### config.mk
export PLATFORM = sky130hd
export DESIGN_NAME = psc_punch_sequence_controller
export DESIGN_NICKNAME = d
export VERILOG_FILES = /design/src/psc_pkg.sv /design/src/psc_punch_sequence_controller.sv
export VERILOG_INCLUDE_DIRS = /design/src
export SDC_FILE = /design/constraint.sdc
export NUM_CORES = 1
export LEC_CHECK = 0
export BUFFER_PORTS_ARGS = -buffer_cell sky130_fd_sc_hd__buf_4
export CAP_MARGIN = 20
export CORE_UTILIZATION = 25
export DETAILED_ROUTE_END_ITERATION = 12
export GPL_TIMING_DRIVEN = 0
export SLEW_MARGIN = 0
export SYNTH_ARGS = -nofsm -noshare
export SYNTH_HDL_FRONTEND = slang
export SYNTH_SLANG_ARGS = --single-unit
### constraint.sdc
create_clock -name clock -period 2.8 [get_ports clock]
set_clock_uncertainty 0.2 [all_clocks]
set_input_delay 0.14 -clock clock [delete_from_list [all_inputs] [get_ports clock]]
set_output_delay 0.14 -clock clock [all_outputs]
set_load 0.01 [all_outputs]
### src/psc_defs.svh
// Timing counts, thresholds and field codes for the punch sequence controller.
`ifndef PSC_DEFS_SVH
`define PSC_DEFS_SVH
`define PSC_CLK_MHZ          100
`define PSC_PUNCH_HOME_MS    205
`define PSC_PUNCH_HOME_CYC   (`PSC_PUNCH_HOME_MS * 1000 * `PSC_CLK_MHZ)
`define PSC_NEAR_FULL_CNT    5
`define PSC_FULL_CNT         1000
`define PSC_ADV_CYC          1000
`define PSC_REV_CYC          1000
`define PSC_JAM_NONE         2'h0
`define PSC_JAM_HOLE         2'h1
`define PSC_JAM_PUNCH_MOTOR  2'h2
`define PSC_JAM_SLIDE_MOTOR  2'h3
`define PSC_CAM_HOME         2'h0
`define PSC_CAM_PUNCH_A      2'h1
`define PSC_CAM_MID          2'h2
`define PSC_CAM_PUNCH_B      2'h3
`endif

### src/psc_pkg.sv
// Types shared by the punch sequence controller.
package psc_pkg;
  typedef struct packed {
    logic       slide_run;
    logic       slide_to_home;
    logic       punch_run;
    logic       feed_run;
    logic       feed_reverse;
  } psc_motor_t;
  typedef struct packed {
    logic       waste_near_full;
    logic       waste_full;
    logic [1:0] cam_phase;
    logic       slide_home;
    logic       entrance;
    logic       busy;
  } psc_status_t;
endpackage

### src/psc_punch_sequence_controller.sv
// Punch unit sequence controller: slide, punch, waste and jam logic.
`timescale 1ns/1ps
`include "psc_defs.svh"

// Summary of operation
// - Sheet at entrance sensor starts slide motor travelling toward rear.
// - Slide stops when edge sensor sees sheet edge for host paper size.
// - Speed mode: advance preset distance past entrance edge, stop, punch.
// - Precision mode: advance past trailing edge, reverse to stopper, punch.
// - After punch, feed sheet onward and return slide to home sensor.
// - In punch mode repeat the whole sequence for every entering sheet.
// - Cam phase comes from the two punch home sensor states.
// - After punching, dark waste sensor counts as a full reading.
// - Five consecutive full readings declare waste near-full.
// - 1,000 consecutive full readings declare waste full.
// - Full reading when the front cover closes declares full at once.
// - Full reading at power-on declares waste full at once.
// - Punch that has left home and is not back home within 205 ms raises punched-hole jam.
// - Each new punch motor fault occurrence raises punch motor jam.
// - A new slide motor fault raises slide motor jam when no punch motor fault rises in the same cycle.
// - Controller commands; device drives motors and reports sensor states.
module psc_punch_sequence_controller #(
  parameter int unsigned PUNCH_HOME_CYC = `PSC_PUNCH_HOME_CYC,
  parameter int unsigned ADV_CYC        = `PSC_ADV_CYC,
  parameter int unsigned REV_CYC        = `PSC_REV_CYC,
  parameter int unsigned FULL_CNT       = `PSC_FULL_CNT
) (
  // Clock, reset and enable.
  input  wire logic                clock,
  input  wire logic                rst_n,
  input  wire logic                clk_en,
  // Commands from the finisher controller.
  input  wire logic                punch_mode,
  input  wire logic                precision_mode,
  input  wire logic [2:0]          paper_size,
  input  wire logic                jam_clear,
  input  wire logic                cover_closed,
  // Sensor pins.
  input  wire logic                entrance_sensor,
  input  wire logic                slide_home_sensor,
  input  wire logic [4:0]          edge_sensor_receiver,
  input  wire logic                punch_home_sensor_a,
  input  wire logic                punch_home_sensor_b,
  input  wire logic                waste_full_sensor,
  input  wire logic                punch_motor_fault,
  input  wire logic                slide_motor_fault,
  // Motor drives and emitter.
  output psc_pkg::psc_motor_t      motor,
  output logic                     edge_sensor_emitter,
  // Status and jam report.
  output psc_pkg::psc_status_t     status,
  output logic [1:0]               jam_code
);

  typedef enum logic [7:0] {
    S_IDLE   = 8'h01,
    S_SLIDE  = 8'h02,
    S_ADV    = 8'h04,
    S_REV    = 8'h08,
    S_PUNCH  = 8'h10,
    S_EJECT  = 8'h20,
    S_HOME   = 8'h40,
    S_JAM    = 8'h80
  } psc_state_t;

  psc_state_t  state_reg;
  logic [31:0] tmr_reg;
  logic [9:0]  full_cnt_reg;
  logic        near_full_reg;
  logic        full_reg;
  logic [1:0]  pon_cnt_reg;
  logic [2:0]  size_reg;
  psc_pkg::psc_status_t status_reg;
  logic        cover_d_reg;
  logic        pm_flt_d_reg;
  logic        sm_flt_d_reg;
  logic        left_home_reg;
  logic        chk_reg;
  logic [1:0]  jam_reg;
  logic [1:0]  jam_next;
  logic [10:0] s1_reg;
  logic [10:0] s2_reg;

  // Sensor aliases after the two-stage synchroniser.
  logic       ent;
  logic       shome;
  logic [4:0] edge_rx;
  logic       ph_a;
  logic       ph_b;
  logic       wfull;
  logic       pm_flt;
  logic       sm_flt;
  logic       edge_hit;
  logic       cam_home;

  function automatic logic sel_bit(input logic [4:0] v,
                                   input logic [2:0] idx);
    sel_bit = (idx < 3'h5) ? v[idx] : 1'b0;
  endfunction

  // A fault counts once per rising edge, so a fault that stays on does not
  // raise the jam again after the controller has cleared it.
  function automatic logic new_fault(input logic now_lvl,
                                     input logic was_lvl);
    new_fault = now_lvl & ~was_lvl;
  endfunction

  // Two flip-flops on every sensor pin before logic reads it.
  always_ff @(posedge clock or negedge rst_n) begin
    if (!rst_n) begin
      // The waste bit resets to light received, never to a full reading.
      s1_reg <= 11'h100;
      s2_reg <= 11'h100;
    end else if (clk_en) begin
      s1_reg <= {slide_motor_fault, punch_motor_fault, waste_full_sensor,
                 punch_home_sensor_b, punch_home_sensor_a,
                 edge_sensor_receiver, slide_home_sensor};
      s2_reg <= s1_reg;
    end
  end

  assign shome    = s2_reg[0];
  assign edge_rx  = s2_reg[5:1];
  assign ph_a     = s2_reg[6];
  assign ph_b     = s2_reg[7];
  assign wfull    = ~s2_reg[8];
  assign pm_flt   = s2_reg[9];
  assign sm_flt   = s2_reg[10];

  logic ent_s1_reg;
  logic ent_s2_reg;
  always_ff @(posedge clock or negedge rst_n) begin
    if (!rst_n) begin
      ent_s1_reg <= 1'b0;
      ent_s2_reg <= 1'b0;
    end else if (clk_en) begin
      ent_s1_reg <= entrance_sensor;
      ent_s2_reg <= ent_s1_reg;
    end
  end
  assign ent = ent_s2_reg;

  // The paper size is taken while idle, so a late host change cannot move
  // the stop position of a slide that is already travelling.
  always_ff @(posedge clock or negedge rst_n) begin
    if (!rst_n) begin
      size_reg <= 3'h0;
    end else if (clk_en) begin
      if (state_reg == S_IDLE) begin
        size_reg <= paper_size;
      end
    end
  end

  assign edge_hit = sel_bit(edge_rx, size_reg);
  assign cam_home = ph_a & ph_b;

  // Jam code from faults; a new fault edge or hole timeout sets it.
  always_comb begin
    jam_next = jam_reg;
    if (jam_clear) begin
      jam_next = `PSC_JAM_NONE;
    end
    if (state_reg == S_PUNCH && left_home_reg &&
        tmr_reg >= PUNCH_HOME_CYC) begin
      jam_next = `PSC_JAM_HOLE;
    end
    if (new_fault(sm_flt, sm_flt_d_reg)) begin
      jam_next = `PSC_JAM_SLIDE_MOTOR;
    end
    if (new_fault(pm_flt, pm_flt_d_reg)) begin
      jam_next = `PSC_JAM_PUNCH_MOTOR;
    end
  end

  always_ff @(posedge clock or negedge rst_n) begin
    if (!rst_n) begin
      jam_reg      <= `PSC_JAM_NONE;
      pm_flt_d_reg <= 1'b0;
      sm_flt_d_reg <= 1'b0;
    end else if (clk_en) begin
      jam_reg      <= jam_next;
      pm_flt_d_reg <= pm_flt;
      sm_flt_d_reg <= sm_flt;
    end
  end

  // Sheet sequence.
  always_ff @(posedge clock or negedge rst_n) begin
    if (!rst_n) begin
      state_reg     <= S_IDLE;
      tmr_reg       <= 32'h0000_0000;
      left_home_reg <= 1'b0;
      chk_reg       <= 1'b0;
    end else if (clk_en) begin
      tmr_reg <= tmr_reg + 32'h0000_0001;
      chk_reg <= 1'b0;
      if (jam_reg != `PSC_JAM_NONE && state_reg != S_JAM) begin
        state_reg <= S_JAM;
      end else begin
        unique case (state_reg)
          S_IDLE: begin
            if (punch_mode && ent) begin
              state_reg <= S_SLIDE;
            end
          end
          S_SLIDE: begin
            if (edge_hit) begin
              state_reg <= S_ADV;
              tmr_reg   <= 32'h0000_0000;
            end
          end
          S_ADV: begin
            if (precision_mode) begin
              if (ent) begin
                tmr_reg <= 32'h0000_0000;
              end else if (tmr_reg >= ADV_CYC) begin
                state_reg <= S_REV;
                tmr_reg   <= 32'h0000_0000;
              end
            end else if (tmr_reg >= ADV_CYC) begin
              state_reg     <= S_PUNCH;
              tmr_reg       <= 32'h0000_0000;
              left_home_reg <= 1'b0;
            end
          end
          S_REV: begin
            if (tmr_reg >= REV_CYC) begin
              state_reg     <= S_PUNCH;
              tmr_reg       <= 32'h0000_0000;
              left_home_reg <= 1'b0;
            end
          end
          S_PUNCH: begin
            if (!cam_home) begin
              left_home_reg <= 1'b1;
            end else if (left_home_reg) begin
              state_reg <= S_EJECT;
              chk_reg   <= 1'b1;
            end
          end
          S_EJECT: begin
            if (!ent) begin
              state_reg <= S_HOME;
            end
          end
          S_HOME: begin
            if (shome) begin
              state_reg <= S_IDLE;
            end
          end
          S_JAM: begin
            if (jam_reg == `PSC_JAM_NONE) begin
              state_reg <= S_HOME;
            end
          end
          default: state_reg <= S_IDLE;
        endcase
      end
    end
  end

  // Waste tray level detection.
  always_ff @(posedge clock or negedge rst_n) begin
    if (!rst_n) begin
      full_cnt_reg  <= 10'h000;
      near_full_reg <= 1'b0;
      full_reg      <= 1'b0;
      pon_cnt_reg   <= 2'h3;
      cover_d_reg   <= 1'b0;
    end else if (clk_en) begin
      cover_d_reg <= cover_closed;
      // The power-on check waits until the synchroniser holds the real pin.
      if (pon_cnt_reg != 2'h0) begin
        pon_cnt_reg <= pon_cnt_reg - 2'h1;
      end
      if (pon_cnt_reg == 2'h1 && wfull) begin
        full_reg <= 1'b1;
      end
      if (cover_closed && !cover_d_reg && wfull) begin
        full_reg <= 1'b1;
      end
      if (chk_reg) begin
        if (!wfull) begin
          full_cnt_reg  <= 10'h000;
          near_full_reg <= 1'b0;
        end else begin
          if (full_cnt_reg != 10'h3ff) begin
            full_cnt_reg <= full_cnt_reg + 10'h001;
          end
          if (full_cnt_reg + 10'h001 >= 10'(`PSC_NEAR_FULL_CNT)) begin
            near_full_reg <= 1'b1;
          end
          if (full_cnt_reg + 10'h001 >= 10'(FULL_CNT)) begin
            full_reg <= 1'b1;
          end
        end
      end
    end
  end

  // Motor drives and status report.
  always_comb begin
    motor.slide_run     = (state_reg == S_SLIDE) || (state_reg == S_HOME);
    motor.slide_to_home = (state_reg == S_HOME);
    motor.punch_run     = (state_reg == S_PUNCH);
    motor.feed_run      = (state_reg == S_ADV) || (state_reg == S_REV) ||
                          (state_reg == S_EJECT);
    motor.feed_reverse  = (state_reg == S_REV);
  end

  assign edge_sensor_emitter = (state_reg == S_SLIDE);

  // Status is registered so the controller always reads settled levels.
  always_ff @(posedge clock or negedge rst_n) begin
    if (!rst_n) begin
      status_reg <= '0;
    end else if (clk_en) begin
      status_reg.waste_near_full <= near_full_reg;
      status_reg.waste_full      <= full_reg;
      status_reg.cam_phase       <= {ph_b, ph_a};
      status_reg.slide_home      <= shome;
      status_reg.entrance        <= ent;
      status_reg.busy            <= (state_reg != S_IDLE);
    end
  end

  assign status = status_reg;

  assign jam_code = jam_reg;

endmodule // psc_punch_sequence_controller

# Word level (Yosys, flattened, before mapping)
# Index checks and enable logic that the tools add are counted.
[word_totals]
reg_bits = 95
in_bits = 22
[op_classes]
add_sub_neg = 3
n_lt_le_gt_ge = 6
eq_ne = 23
mux = 43
bitwise = 7
reduce_logical = 25
[op_table]
columns = ["cell", "count"]
rows = [
  ["$mux W32", 5],
  ["$mux W8", 12],
  ["$pmux W32 S3", 1],
  ["$pmux W8 S8", 1],
  ["$add A32 B1 Y32 const B", 1],
  ["$ge A32 B10 Y1 const B", 1],
  ["$ge A32 B25 Y1 const B", 1],
  ["$mux W10", 2],
  ["$mux W1", 16],
  ["$ne A3 B1 Y1 const B", 5],
  ["$add A10 B1 Y10 const B", 1],
  ["$ge A10 B10 Y1 const B", 1],
  ["$ge A10 B3 Y1 const B", 1],
  ["$ne A10 B10 Y1 const B", 1],
  ["$reduce_and A10 Y1", 1],
  ["$eq A8 B1 Y1 const B", 1],
  ["$eq A8 B2 Y1 const B", 1],
  ["$eq A8 B3 Y1 const B", 1],
  ["$eq A8 B4 Y1 const B", 1],
  ["$eq A8 B5 Y1 const B", 1],
  ["$eq A8 B6 Y1 const B", 1],
  ["$eq A8 B7 Y1 const B", 1],
  ["$eq A8 B8 Y1 const B", 1],
  ["$mux W2", 4],
  ["23 further kinds", 45],
]

# Logic depth before layout (Yosys ltp)
# Gate-level depths: netlist of the first run.
[logic_depth]
ltp_word = 7
ltp_mapped = 10
depth_no_buf = 8

# Least setup slack after synthesis of the first run
# OpenSTA, ideal clock, no wires.
[synth_path]
kind = "register to register"
from = "register state_reg[2]"
to = "register tmr_reg[24]"
setup_time_ns = 0.123
arrival_time_ns = 2.027
setup_slack_ns = 0.450
stages_incl_launch_ff = 11
n_path_buf = 4
synth_period_minus_slack_ns = 2.350
cell_sequence = "dfrtp_1 -> clkbuf_1 -> nor4_4 -> and3_1 -> buf_2 -> o21ai_0 -> a31oi_1 -> and3_1 -> buf_6 -> buf_12 -> nor2_4"
[synth_between]
elab_chain_len = 3
word_cells_on_any_way = 7
[synth_rtl]
columns = ["element", "line", "source"]
rows = [
  ["start, declared", "psc_punch_sequence_controller.sv:66", "psc_state_t state_reg;"],
  ["start signal, assigned", "psc_punch_sequence_controller.sv:191", "state_reg <= S_IDLE;"],
  ["start signal, assigned", "psc_punch_sequence_controller.sv:199", "state_reg <= S_JAM;"],
  ["start signal, assigned", "psc_punch_sequence_controller.sv:204", "state_reg <= S_SLIDE;"],
  ["$eq A8 B2 Y1", "n/a", ""],
  ["via edge_sensor_emitter", "psc_punch_sequence_controller.sv:49", "output logic edge_sensor_emitter,"],
  ["$pmux W32 S3", "psc_punch_sequence_controller.sv:201", "unique case (state_reg)"],
  ["$mux W32", "psc_punch_sequence_controller.sv:198", "if (jam_reg != `PSC_JAM_NONE && state_reg != S_JAM) begin"],
  ["end signal, assigned", "psc_punch_sequence_controller.sv:196", "tmr_reg <= tmr_reg + 32'h0000_0001;"],
  ["end, declared", "psc_punch_sequence_controller.sv:67", "logic [31:0] tmr_reg;"],
]
# The timed path passes the listed nets, and every way through them passes these cells.
# A chain may end at the register's enable or synchronous reset.

# Worst setup path in the final report of the first run
[layout_path]
from = "register state_reg[5]"
to = "register state_reg[1]"
[layout_between]
elab_chain_len = 4
word_cells_on_any_way = 22
[layout_rtl]
columns = ["element", "line"]
rows = [
  ["$ne A8 B8 Y1", "psc_punch_sequence_controller.sv:198"],
  ["$logic_and A1 B1 Y1", "psc_punch_sequence_controller.sv:198"],
  ["$ne A4 B4 Y1 (no source line), or another cell as far along", "n/a"],
  ["$reduce_and A10 Y1 (no source line)", "n/a"],
]
# Several ways; a longest one is shown, not always the timed one.

==> key figures, run 1 <==
Floorplan
  • Height of the die: 144 um
  • Num rows: 51
  • Die Area: 20800 um^2
  • Ports: 37
  • Initial core utilization: 0.258
  • CORE AREA: 19600 um^2
  • Die X: 144 um

Finish
  • N_diodes: 0
  • Count of nets after finishing: 601
  • Max reg flops: 32
  • Area grow syn2layout: 21.9%
  • Most frequent cells in the layout: dfrtp_1, nor2_1, nand2_1, buf_4, mux2_2
  • Design area: 6150 um^2
  • Share of cells above drive strength 1: 0.213
  • Fill cells: 2040
  • Commonest non-fill, non-tap cell in the layout: dfrtp_1
  • Post-route insts no fill: 842

Routing
  • Wire per inst: 13.3 um
  • Via count: 3870
  • Total Wirelength: 11200 um
  • Via-to-Cell Ratio: 4.60
  • Antenna Nets Post-Route: 0
  • Initial DRC Count: 233
  • # DRC: 0
  • DRT Pass-1 Iters: 4

Clock tree
  • Post-CTS Setup Bufs: 0
  • CTS Buf Count: 9
  • CTS tree: built
  • Clk_lat worst skew: 0.36 ns
  • CTS sink count: 95
  • Max clock buf depth: 2
  • Clock Pin Slew Worst Setup and Hold Paths: 0.07 ns
  • Root Buffer: clkbuf_16
  • H-tree level count: 3

Logic synthesis
  • YS warnings: 0
  • Number of flops mapped to enable cells by yosys: 0
  • Mapped Cells: 506
  • Post-synthesis sequential area ratio: 0.472
  • Prevailing post-synth register cell: dfrtp_1
  • Post-Syn Area: 5040 um^2
  • Netlist cell types: 57
  • Register bit count reported by yosys: 95
  • Mean Syn Cell Area: 9.97 um^2
  • Async S/R FF share, synth: 1.00
  • Mapped Nets: 535

Timing
  • RSZ-0062 raised after global routing: no
  • Total Negative Setup Slacks: 0 ns
  • Slew @ Worst Pin: 0.671 ns
  • Final worst slack: 0.0931 ns
  • Slew headroom: 0.552
  • Fmax: 369 MHz
  • Fin. Hold Viols: 0
  • Final-report setup violation count: 0
  • Slew Limit Fails: 0
  • Final Cycle Share: 0.967
  • Min Tclk post-route: 2.71 ns

GRT
  • Antenna violations before repair: 0
  • GRT Util Overall: 0.121
  • GRT Residual Overflow: 0
  • Largest net degree at the start of global routing: 50
  • Number of global-route vias before repair: 3845
  • First-pass GRT wire length: 19400 um

Worst setup path
  • Crit-path max FO: 6
  • Critical path startpoint category: flip-flop
  • Setup CP Type: flip-flop to flip-flop
  • Worst path cell trace: or4_1 -> nor4_1 -> nand4_1 -> and2_1 -> and2_1 -> a22o_1
  • CP dominant cell by count: and2_1
  • Worst Path Arrival: 2.76 ns
  • Critical Path Sink Type: flip-flop
  • Worst path required time: 2.85 ns
  • CP max stage delay: 0.55 ns
  • Crit-path slowest cell: or4_1

Job
  • Maxcap violations: 0

Placement
  • Placed Area: 5670 um^2
  • Hpwl dp: 8100 um
  • Routability cong.: 0.849
  • Pre-CTS WS: -0.00809 ns
  • IO Port Bufs: 36
  • Placed Cells: 808

Power
  • Tot Pwr: 3650 uW
  • PD cells: 594 nW/um^2
  • Worst vdd ir: 487 uV
  • Leakage power: 0.00260 uW

Min path
  • Worst Hold Class: input port to flip-flop

Status
  • Status: finished clean
## routing by layer
metal	vias to the layer above	wire length (um)	GRT usage
met4	0	178	0.0409
met2	85	5160	0.187
li1	1917	-	-
met1	1848	5370	0.159
met3	20	520	0.0371
met5	-	0	0
## final timing paths
check	startpoint	endpoint	slack, ns	depth (start not counted)
worst max-delay path	state_reg[5]	state_reg[1]	0.09	6
worst min-delay path	clk_en	tmr_reg[4]	0.06	4
worst max register to register	state_reg[5]	state_reg[1]	0.09	6
worst min register to register	full_reg	full_reg	0.27	1
max in group asynchronous	rst_n	s1_reg[8]	1.57	3
min in group asynchronous	rst_n	tmr_reg[1]	0.15	2
## final cells by class
cell class              count  area [um^2]  share of cell area
inverters                  19         71.3              0.0116
multi-input cells         372         2500               0.407
plain buffers              20          110              0.0179
flip-flops and latches     95         2380               0.388
well taps                 265          332              0.0539
clock inverters             5         41.3             0.00672
clock buffers              11          233              0.0379
repair buffers             55          478              0.0777
## critical path: cells and delay by family (launching register included)
| family | cells | cell delay, ns |
|---|---|---|
| DFF | 1 | 0.43 |
| AOI/OAI and AO/OA | 1 | 0.24 |
| and+or+nand+nor | 5 | 1.73 |
## cell usage after synthesis, types with 4 or more instances
library cell   n  area share
nor4_1         5      0.0062
clkbuf_1      12      0.0089
nand2b_1       4      0.0050
nor2_1        48       0.036
dfstp_2        5       0.026
or2_2          6      0.0074
dfrtp_1       90        0.45
o21ai_0       25       0.025
nand2_1       45       0.033
ha_1           7       0.017
nor3_1        20       0.020
nor2b_1        5      0.0062
a21oi_1       13       0.013
a31oi_1        4      0.0050
mux2_2        34       0.076
nand4_1       12       0.015
inv_1         19       0.014
and2_1         5      0.0062
and3_1        23       0.029
nand3_1       23       0.023
nor2_4         9       0.020
xor2_1         9       0.016
xnor2_1       24       0.042
## where the power goes
group          switching [uW]  internal [uW]
registers                 171           1550
logic                     398            373
clock network             548            612
## cells by family (layout without fill, tap and decap cells)
kind of cell	count (synthesis)	count (layout)	synth area share
adders and majority gates	7	7	0.0174
DFF	95	95	0.472
xor gates and xnor gates	33	33	0.0573
AOI/OAI and AO/OA	72	72	0.0942
and+or+nand+nor	224	224	0.243
muxes	36	36	0.0799
buffers and inverters	39	110	0.0357
## what timing repair did
action	in CTS	in global routing
setup endpoints to repair	6	18
endpoints found under the hold margin	65	0
resized for setup	2	3
pin swaps	0	1
hold buffers	18	0
## stage by stage
stage / util / hold WS (ns)
final: 0.314 / 0.0640
after global routing: 0.314 / 0.0839
after CTS: 0.314 / 0.0457
after detailed placement: 0.290 / 0.000190
after global placement: 0.288 / 0.173
after floorplan: - / -0.356
(Power assumes the default switching activity.)
==> run 2: changes to the inputs <==
CORE_UTILIZATION = 45   (was 25)
==> run 2 against run 1 <==
Final area shrank 3.6%. Cell count shrank 15%. First-iteration DRC count shrank 45%. Via count grew 2.1%. Largest power group unchanged. Non-clock buffer count is the same. Clock power shrank 16%. Power shrank 4.9%. Utilization grew 23 points. Count of clock-buffer cells in the layout shrank 1. Wire length shrank 1.2%. Critical path depth is the same. Sequential share of layout area grew 1.4 points.
==> key figures, run 2 (synthesized netlist as in run 1, its figures left out) <==
Timing
  • Fmax: 378 MHz (was 369 MHz)
  • Total Negative Setup Slacks: 0 ns (unchanged)
  • Slew headroom: 0.561 (was 0.552)
  • Final Cycle Share: 0.945 (was 0.967)
  • Slew @ Worst Pin: 0.653 ns (was 0.671 ns)
  • RSZ-0062 raised after global routing: no (unchanged)
  • Min Tclk post-route: 2.65 ns (was 2.71 ns)
  • Slew Limit Fails: 0 (unchanged)
  • Worst hold slack: 0.0444 ns (was 0.0640 ns)
  • Final-report setup violation count: 0 (unchanged)
  • Fin. Hold Viols: 0 (unchanged)

Finish
  • Most frequent cells in the layout: dfrtp_1, nor2_1, nand2_1, buf_4, mux2_2 (unchanged)
  • Reg area: 2380 um^2 (unchanged)
  • Share of cells above drive strength 1: 0.215 (was 0.213)
  • N_diodes: 0 (unchanged)
  • Area grow syn2layout: 17.5% (was 21.9%)
  • Core Util, Final: 0.544 (was 0.314)
  • Count of nets after finishing: 601 (unchanged)
  • Post-route insts no fill: 717 (was 842)
  • Max reg flops: 32 (unchanged)
  • Multi-input logic area: 2500 um^2 (unchanged)
  • Commonest non-fill, non-tap cell in the layout: dfrtp_1 (unchanged)
  • Fill cells: 980 (was 2040)

Clock tree
  • H-tree level count: 3 (unchanged)
  • Max clock buf depth: 2 (unchanged)
  • Clk_lat worst skew: 0.38 ns (was 0.36 ns)
  • CTS Buf Count: 9 (unchanged)
  • Clock Pin Slew Worst Setup and Hold Paths: 0.10 ns (was 0.07 ns)
  • CTS sink count: 95 (unchanged)
  • Post-CTS Setup Bufs: 0 (unchanged)
  • CTS tree: built (unchanged)
  • Root Buffer: clkbuf_8 (was clkbuf_16)

Routing
  • Via-to-Cell Ratio: 5.51 (was 4.60)
  • DRT Pass-1 Iters: 4 (unchanged)
  • # DRC: 0 (unchanged)
  • Antenna Nets Post-Route: 0 (unchanged)
  • Via count: 3950 (was 3870)
  • Initial DRC Count: 128 (was 233)
  • Wire per inst: 15.5 um (was 13.3 um)
  • Total Wirelength: 11100 um (was 11200 um)

Status
  • Status: finished clean (unchanged)

Worst setup path
  • Critical Path Sink Type: flip-flop (unchanged)
  • Worst reg-to-reg path cell count: 6 (unchanged)
  • Critical path startpoint category: flip-flop (unchanged)
  • Register-to-register setup slack: 0.15 ns (was 0.09 ns)
  • R2R Path Start: state_reg[5] (unchanged)
  • Worst Path Arrival: 2.73 ns (was 2.76 ns)
  • Setup CP Type: flip-flop to flip-flop (unchanged)
  • Worst path required time: 2.88 ns (was 2.85 ns)
  • FF-to-FF End: state_reg[5] (was state_reg[1])
  • Crit-path max FO: 6 (unchanged)

Floorplan
  • CORE AREA: 10900 um^2 (was 19600 um^2)
  • Height of the die: 108 um (was 144 um)
  • Ports: 37 (unchanged)
  • Die Area: 11600 um^2 (was 20800 um^2)
  • Die X: 108 um (was 144 um)
  • Num rows: 38 (was 51)
  • Initial core utilization: 0.463 (was 0.258)

Min path
  • Hold Path Depth: 4 (unchanged)
  • WHS Endpoint: state_reg[0] (was tmr_reg[4])
  • Worst Hold Class: input port to flip-flop (unchanged)
  • Hold_sp: clk_en (unchanged)

GRT
  • Largest net degree at the start of global routing: 53 (was 50)
  • GRT Residual Overflow: 0 (unchanged)
  • First-pass GRT wire length: 19100 um (was 19400 um)
  • Number of global-route vias before repair: 3917 (was 3845)
  • GRT Util Overall: 0.214 (was 0.121)
  • Antenna violations before repair: 0 (unchanged)

Placement
  • Routability cong.: 0.852 (was 0.849)
  • IO Port Bufs: 36 (unchanged)
  • Hpwl dp: 7900 um (was 8100 um)
  • Placed Cells: 683 (was 808)

Power
  • PD cells: 586 nW/um^2 (was 594 nW/um^2)
  • Worst vdd ir: 442 uV (was 487 uV)
  • Leakage power: 0.00257 uW (was 0.00260 uW)

Job
  • Maxcap violations: 0 (unchanged)
[run 2: worst max-delay path, cell delays in order, from the launching register on]
cell	delay (ns)
dfrtp_1	0.46
or4_1	0.56
nor4_1	0.43
nand4_1	0.19
and2_1	0.26
and2_1	0.22
a22o_1	0.24
[run 2: what timing repair did]
action | CTS | global route
gates resized for setup | 2 | 1
pin swaps | 0 | 1
setup endpoints to repair | 7 | 13
hold buffers | 18 | 0
endpoints found under the hold margin | 62 | 0
[run 2: final cells by class]
cell class,count,area share
Clock buffer,10,0.0232
Timing Repair Buffer,55,0.0806
Clock inverter,6,0.0122
Multi-Input combinational cell,372,0.422
Sequential cell,95,0.402
Buffer,20,0.0184
Tap cell,140,0.0296
Inverter,19,0.0120
[run 2: power breakdown]
group | total (uW) | internal (uW) | leakage, uW | switching, uW
clock network | 978 | 450 | 0.000104 | 528
logic | 765 | 372 | 0.00127 | 393
registers | 1730 | 1550 | 0.00120 | 181
total | 3470 | 2370 | 0.00257 | 1100
[run 2: routing by layer]
| layer | share of wire | GRT usage | routed length, um | vias to the layer above |
|---|---|---|---|---|
| li1 | - | - | - | 1913 |
| met1 | 0.47 | 0.281 | 5210 | 1947 |
| met2 | 0.49 | 0.349 | 5410 | 70 |
| met3 | 0.024 | 0.0339 | 266 | 20 |
| met4 | 0.019 | 0.0900 | 206 | 0 |
| met5 | 0 | 0 | 0 | - |
[run 2: worst max path at each step]
stage,from,to,slack (ns),cells after the start
after detailed placement,tmr_reg[0],tmr_reg[30],-0.02,7
after CTS,tmr_reg[26],tmr_reg[23],0.14,8
after global routing,full_cnt_reg[0],full_cnt_reg[8],0.004,7
after floorplan,state_reg[2],tmr_reg[24],0.45,10
final,state_reg[5],state_reg[5],0.15,6
after global placement,full_cnt_reg[0],full_cnt_reg[1],-0.06,6
[run 2: metrics by stage]
step,cell area (um^2),setup slack [ns],total power [uW]
after floorplan,5040,0.450,2210
after global placement,5490,-0.0621,2460
after detailed placement,5520,-0.0156,2490
after CTS,5920,0.139,3500
after global routing,5930,0.00398,3680
final,5930,0.154,3470
==> run 3: changes to the inputs <==
CORE_ASPECT_RATIO = 1.1   (was unset)
==> run 3 against run 2 <==
Sequential share of layout area down 0.61 points. Final area up 1.5%. Wire length down 0.18%. Combinational power up 0.9%. Via count down 2.3%. Hold slack worse by 0.013 ns. Cell count up 1.1%. Largest power group unchanged. Highest routed layer unchanged.
==> key figures, run 3 (synthesized netlist as in run 1, its figures left out) <==
Finish
  • Max reg flops: 32 (unchanged)
  • Design area: 6020 um^2 (was 5930 um^2)
  • Count of nets after finishing: 602 (was 601)
  • Share of cells above drive strength 1: 0.216 (was 0.215)
  • Commonest non-fill, non-tap cell in the layout: dfrtp_1 (unchanged)
  • Area grow syn2layout: 19.3% (was 17.5%)
  • Most frequent cells in the layout: dfrtp_1, nor2_1, nand2_1, buf_4, mux2_2 (unchanged)
  • Fill cells: 1020 (was 980)
  • Post-route insts no fill: 725 (was 717)
  • N_diodes: 0 (unchanged)

Timing
  • Min Tclk post-route: 2.62 ns (was 2.65 ns)
  • RSZ-0062 raised after global routing: no (unchanged)
  • Final Cycle Share: 0.935 (was 0.945)
  • Fmax: 382 MHz (was 378 MHz)
  • Slew Limit Fails: 0 (unchanged)
  • Slew @ Worst Pin: 0.664 ns (was 0.653 ns)
  • Fin. Hold Viols: 0 (unchanged)
  • Final worst slack: 0.182 ns (was 0.154 ns)
  • Final-report setup violation count: 0 (unchanged)
  • Slew headroom: 0.551 (was 0.561)

Floorplan
  • Die Area: 11600 um^2 (about the same)
  • Die X: 103 um (was 108 um)
  • CORE AREA: 10900 um^2 (about the same)
  • Ports: 37 (unchanged)
  • Height of the die: 113 um (was 108 um)
  • Initial core utilization: 0.462 (was 0.463)
  • Num rows: 40 (was 38)

Placement
  • Placed Area: 5530 um^2 (was 5520 um^2)
  • IO Port Bufs: 36 (unchanged)
  • Pre-CTS WS: -0.0905 ns (was -0.0156 ns)
  • Placed Cells: 691 (was 683)
  • Routability cong.: 0.900 (was 0.852)
  • Hpwl dp: 7950 um (was 7900 um)

Clock tree
  • CTS Buf Count: 9 (unchanged)
  • CTS sink count: 95 (unchanged)
  • CTS tree: built (unchanged)
  • Post-CTS Setup Bufs: 0 (unchanged)
  • H-tree level count: 3 (unchanged)
  • Clock Pin Slew Worst Setup and Hold Paths: 0.07 ns (was 0.10 ns)
  • Max clock buf depth: 2 (unchanged)
  • Clk_lat worst skew: 0.35 ns (was 0.38 ns)
  • Root Buffer: clkbuf_16 (was clkbuf_8)

Power
  • PD cells: 614 nW/um^2 (was 586 nW/um^2)
  • Combinational Power Share: 0.209 (was 0.220)
  • Sw Share: 0.312 (was 0.317)
  • Clk pwr share: 0.324 (was 0.282)
  • Sequential share of power: 0.467 (was 0.498)
  • Internal: 2540 uW (was 2370 uW)
  • Worst vdd ir: 315 uV (was 442 uV)
  • Tot Pwr: 3700 uW (was 3470 uW)
  • Leakage power: 0.00261 uW (was 0.00257 uW)
  • Sw Pwr: 1150 uW (was 1100 uW)

Routing
  • Antenna Nets Post-Route: 0 (unchanged)
  • Initial DRC Count: 202 (was 128)
  • Via count: 3860 (was 3950)
  • Via-to-Cell Ratio: 5.32 (was 5.51)
  • # DRC: 0 (unchanged)
  • Total Wirelength: 11100 um (about the same)
  • DRT Pass-1 Iters: 4 (unchanged)
  • Wire per inst: 15.3 um (was 15.5 um)

Worst setup path
  • Critical path startpoint category: flip-flop (unchanged)
  • Worst Path Arrival: 2.65 ns (was 2.73 ns)
  • Register-to-register setup slack: 0.18 ns (was 0.15 ns)
  • Worst path required time: 2.84 ns (was 2.88 ns)
  • Worst reg-to-reg path cell count: 6 (unchanged)
  • Critical Path Sink Type: flip-flop (unchanged)
  • FF-to-FF End: state_reg[5] (unchanged)
  • Setup CP Type: flip-flop to flip-flop (unchanged)
  • R2R Path Start: state_reg[5] (unchanged)
  • Crit-path max FO: 6 (unchanged)

GRT
  • Largest net degree at the start of global routing: 59 (was 53)
  • GRT Util Overall: 0.211 (was 0.214)
  • First-pass GRT wire length: 18800 um (was 19100 um)
  • GRT Residual Overflow: 0 (unchanged)
  • Antenna violations before repair: 0 (unchanged)
  • Number of global-route vias before repair: 3875 (was 3917)

Min path
  • Hold Path Depth: 4 (unchanged)
  • Hold_sp: clk_en (unchanged)
  • Worst Hold Class: input port to flip-flop (unchanged)
  • WHS Endpoint: tmr_reg[4] (was state_reg[0])

Job
  • Maxcap violations: 0 (unchanged)

Status
  • Status: finished clean (unchanged)
run 3: cell types whose count changed in the layout (fill, tap and decap cells not counted), sizes merged:
cell,before,now
bufinv,1,0
clkinv,0,2
clkbuf,22,21
inv,23,22
clkinvlp,1,2
buf,45,46
run 3: critical path, stage by stage (launching register included):
cell	delay (ns)
dfrtp_1	0.44
or4_1	0.58
nor4_2	0.33
nand4_1	0.22
and2_1	0.26
and2_1	0.23
a22o_1	0.25
run 3: layout make-up:
| cell class | count | area, um^2 | share of cell area |
|---|---|---|---|
| clock buffers | 9 | 225 | 0.0374 |
| plain buffers | 20 | 110 | 0.0183 |
| inverters | 19 | 71.3 | 0.0119 |
| flip-flops and latches | 95 | 2380 | 0.396 |
| clock inverters | 7 | 66.3 | 0.0110 |
| well taps | 147 | 184 | 0.0306 |
| multi-input cells | 372 | 2490 | 0.415 |
| repair buffers | 56 | 483 | 0.0802 |
run 3: worst max-delay path by stage:
stage                               start               to  slack [ns]  cells past startpoint
after detailed placement  full_cnt_reg[0]  full_cnt_reg[1]       -0.09                      6
after floorplan              state_reg[2]      tmr_reg[24]        0.45                     10
after global placement    full_cnt_reg[0]  full_cnt_reg[1]       -0.12                      6
final                        state_reg[5]     state_reg[5]        0.18                      6
after CTS                    state_reg[5]     state_reg[5]        0.13                      6
after global routing         state_reg[1]      jam_code[1]        0.04                      8
run 3: timing repair:
action,in CTS,in global routing
hold endpoints to repair,56,0
setup endpoints to repair,9,27
hold buffers,18,0
pin swaps,0,1
resized for setup,1,3
run 3: power by group through the flow:
stage	Clock [uW]	Combinational [uW]	Sequential [uW]
2_1_floorplan	0	508	1710
3_3_place_gp	0	723	1740
3_5_place_dp	0	745	1750
4_1_cts	1230	769	1720
5_1_grt	1300	858	1750
6_report	1200	772	1730
run 3: metal layers:
metal / track usage / part of all wire / routed length (um)
met1: 0.284 / 0.47 / 5250
met2: 0.339 / 0.49 / 5370
met3: 0.0383 / 0.021 / 237
met4: 0.0789 / 0.019 / 210
met5: 0 / 0 / 0
run 3: stage by stage:
stage           util  hold slack, ns  TNS (ns)
2_1_floorplan      -          -0.356         0
3_3_place_gp   0.504           0.161    -0.648
3_5_place_dp   0.507         -0.0421    -0.421
4_1_cts        0.551          0.0196         0
5_1_grt        0.552          0.0745         0
6_report       0.552          0.0319         0
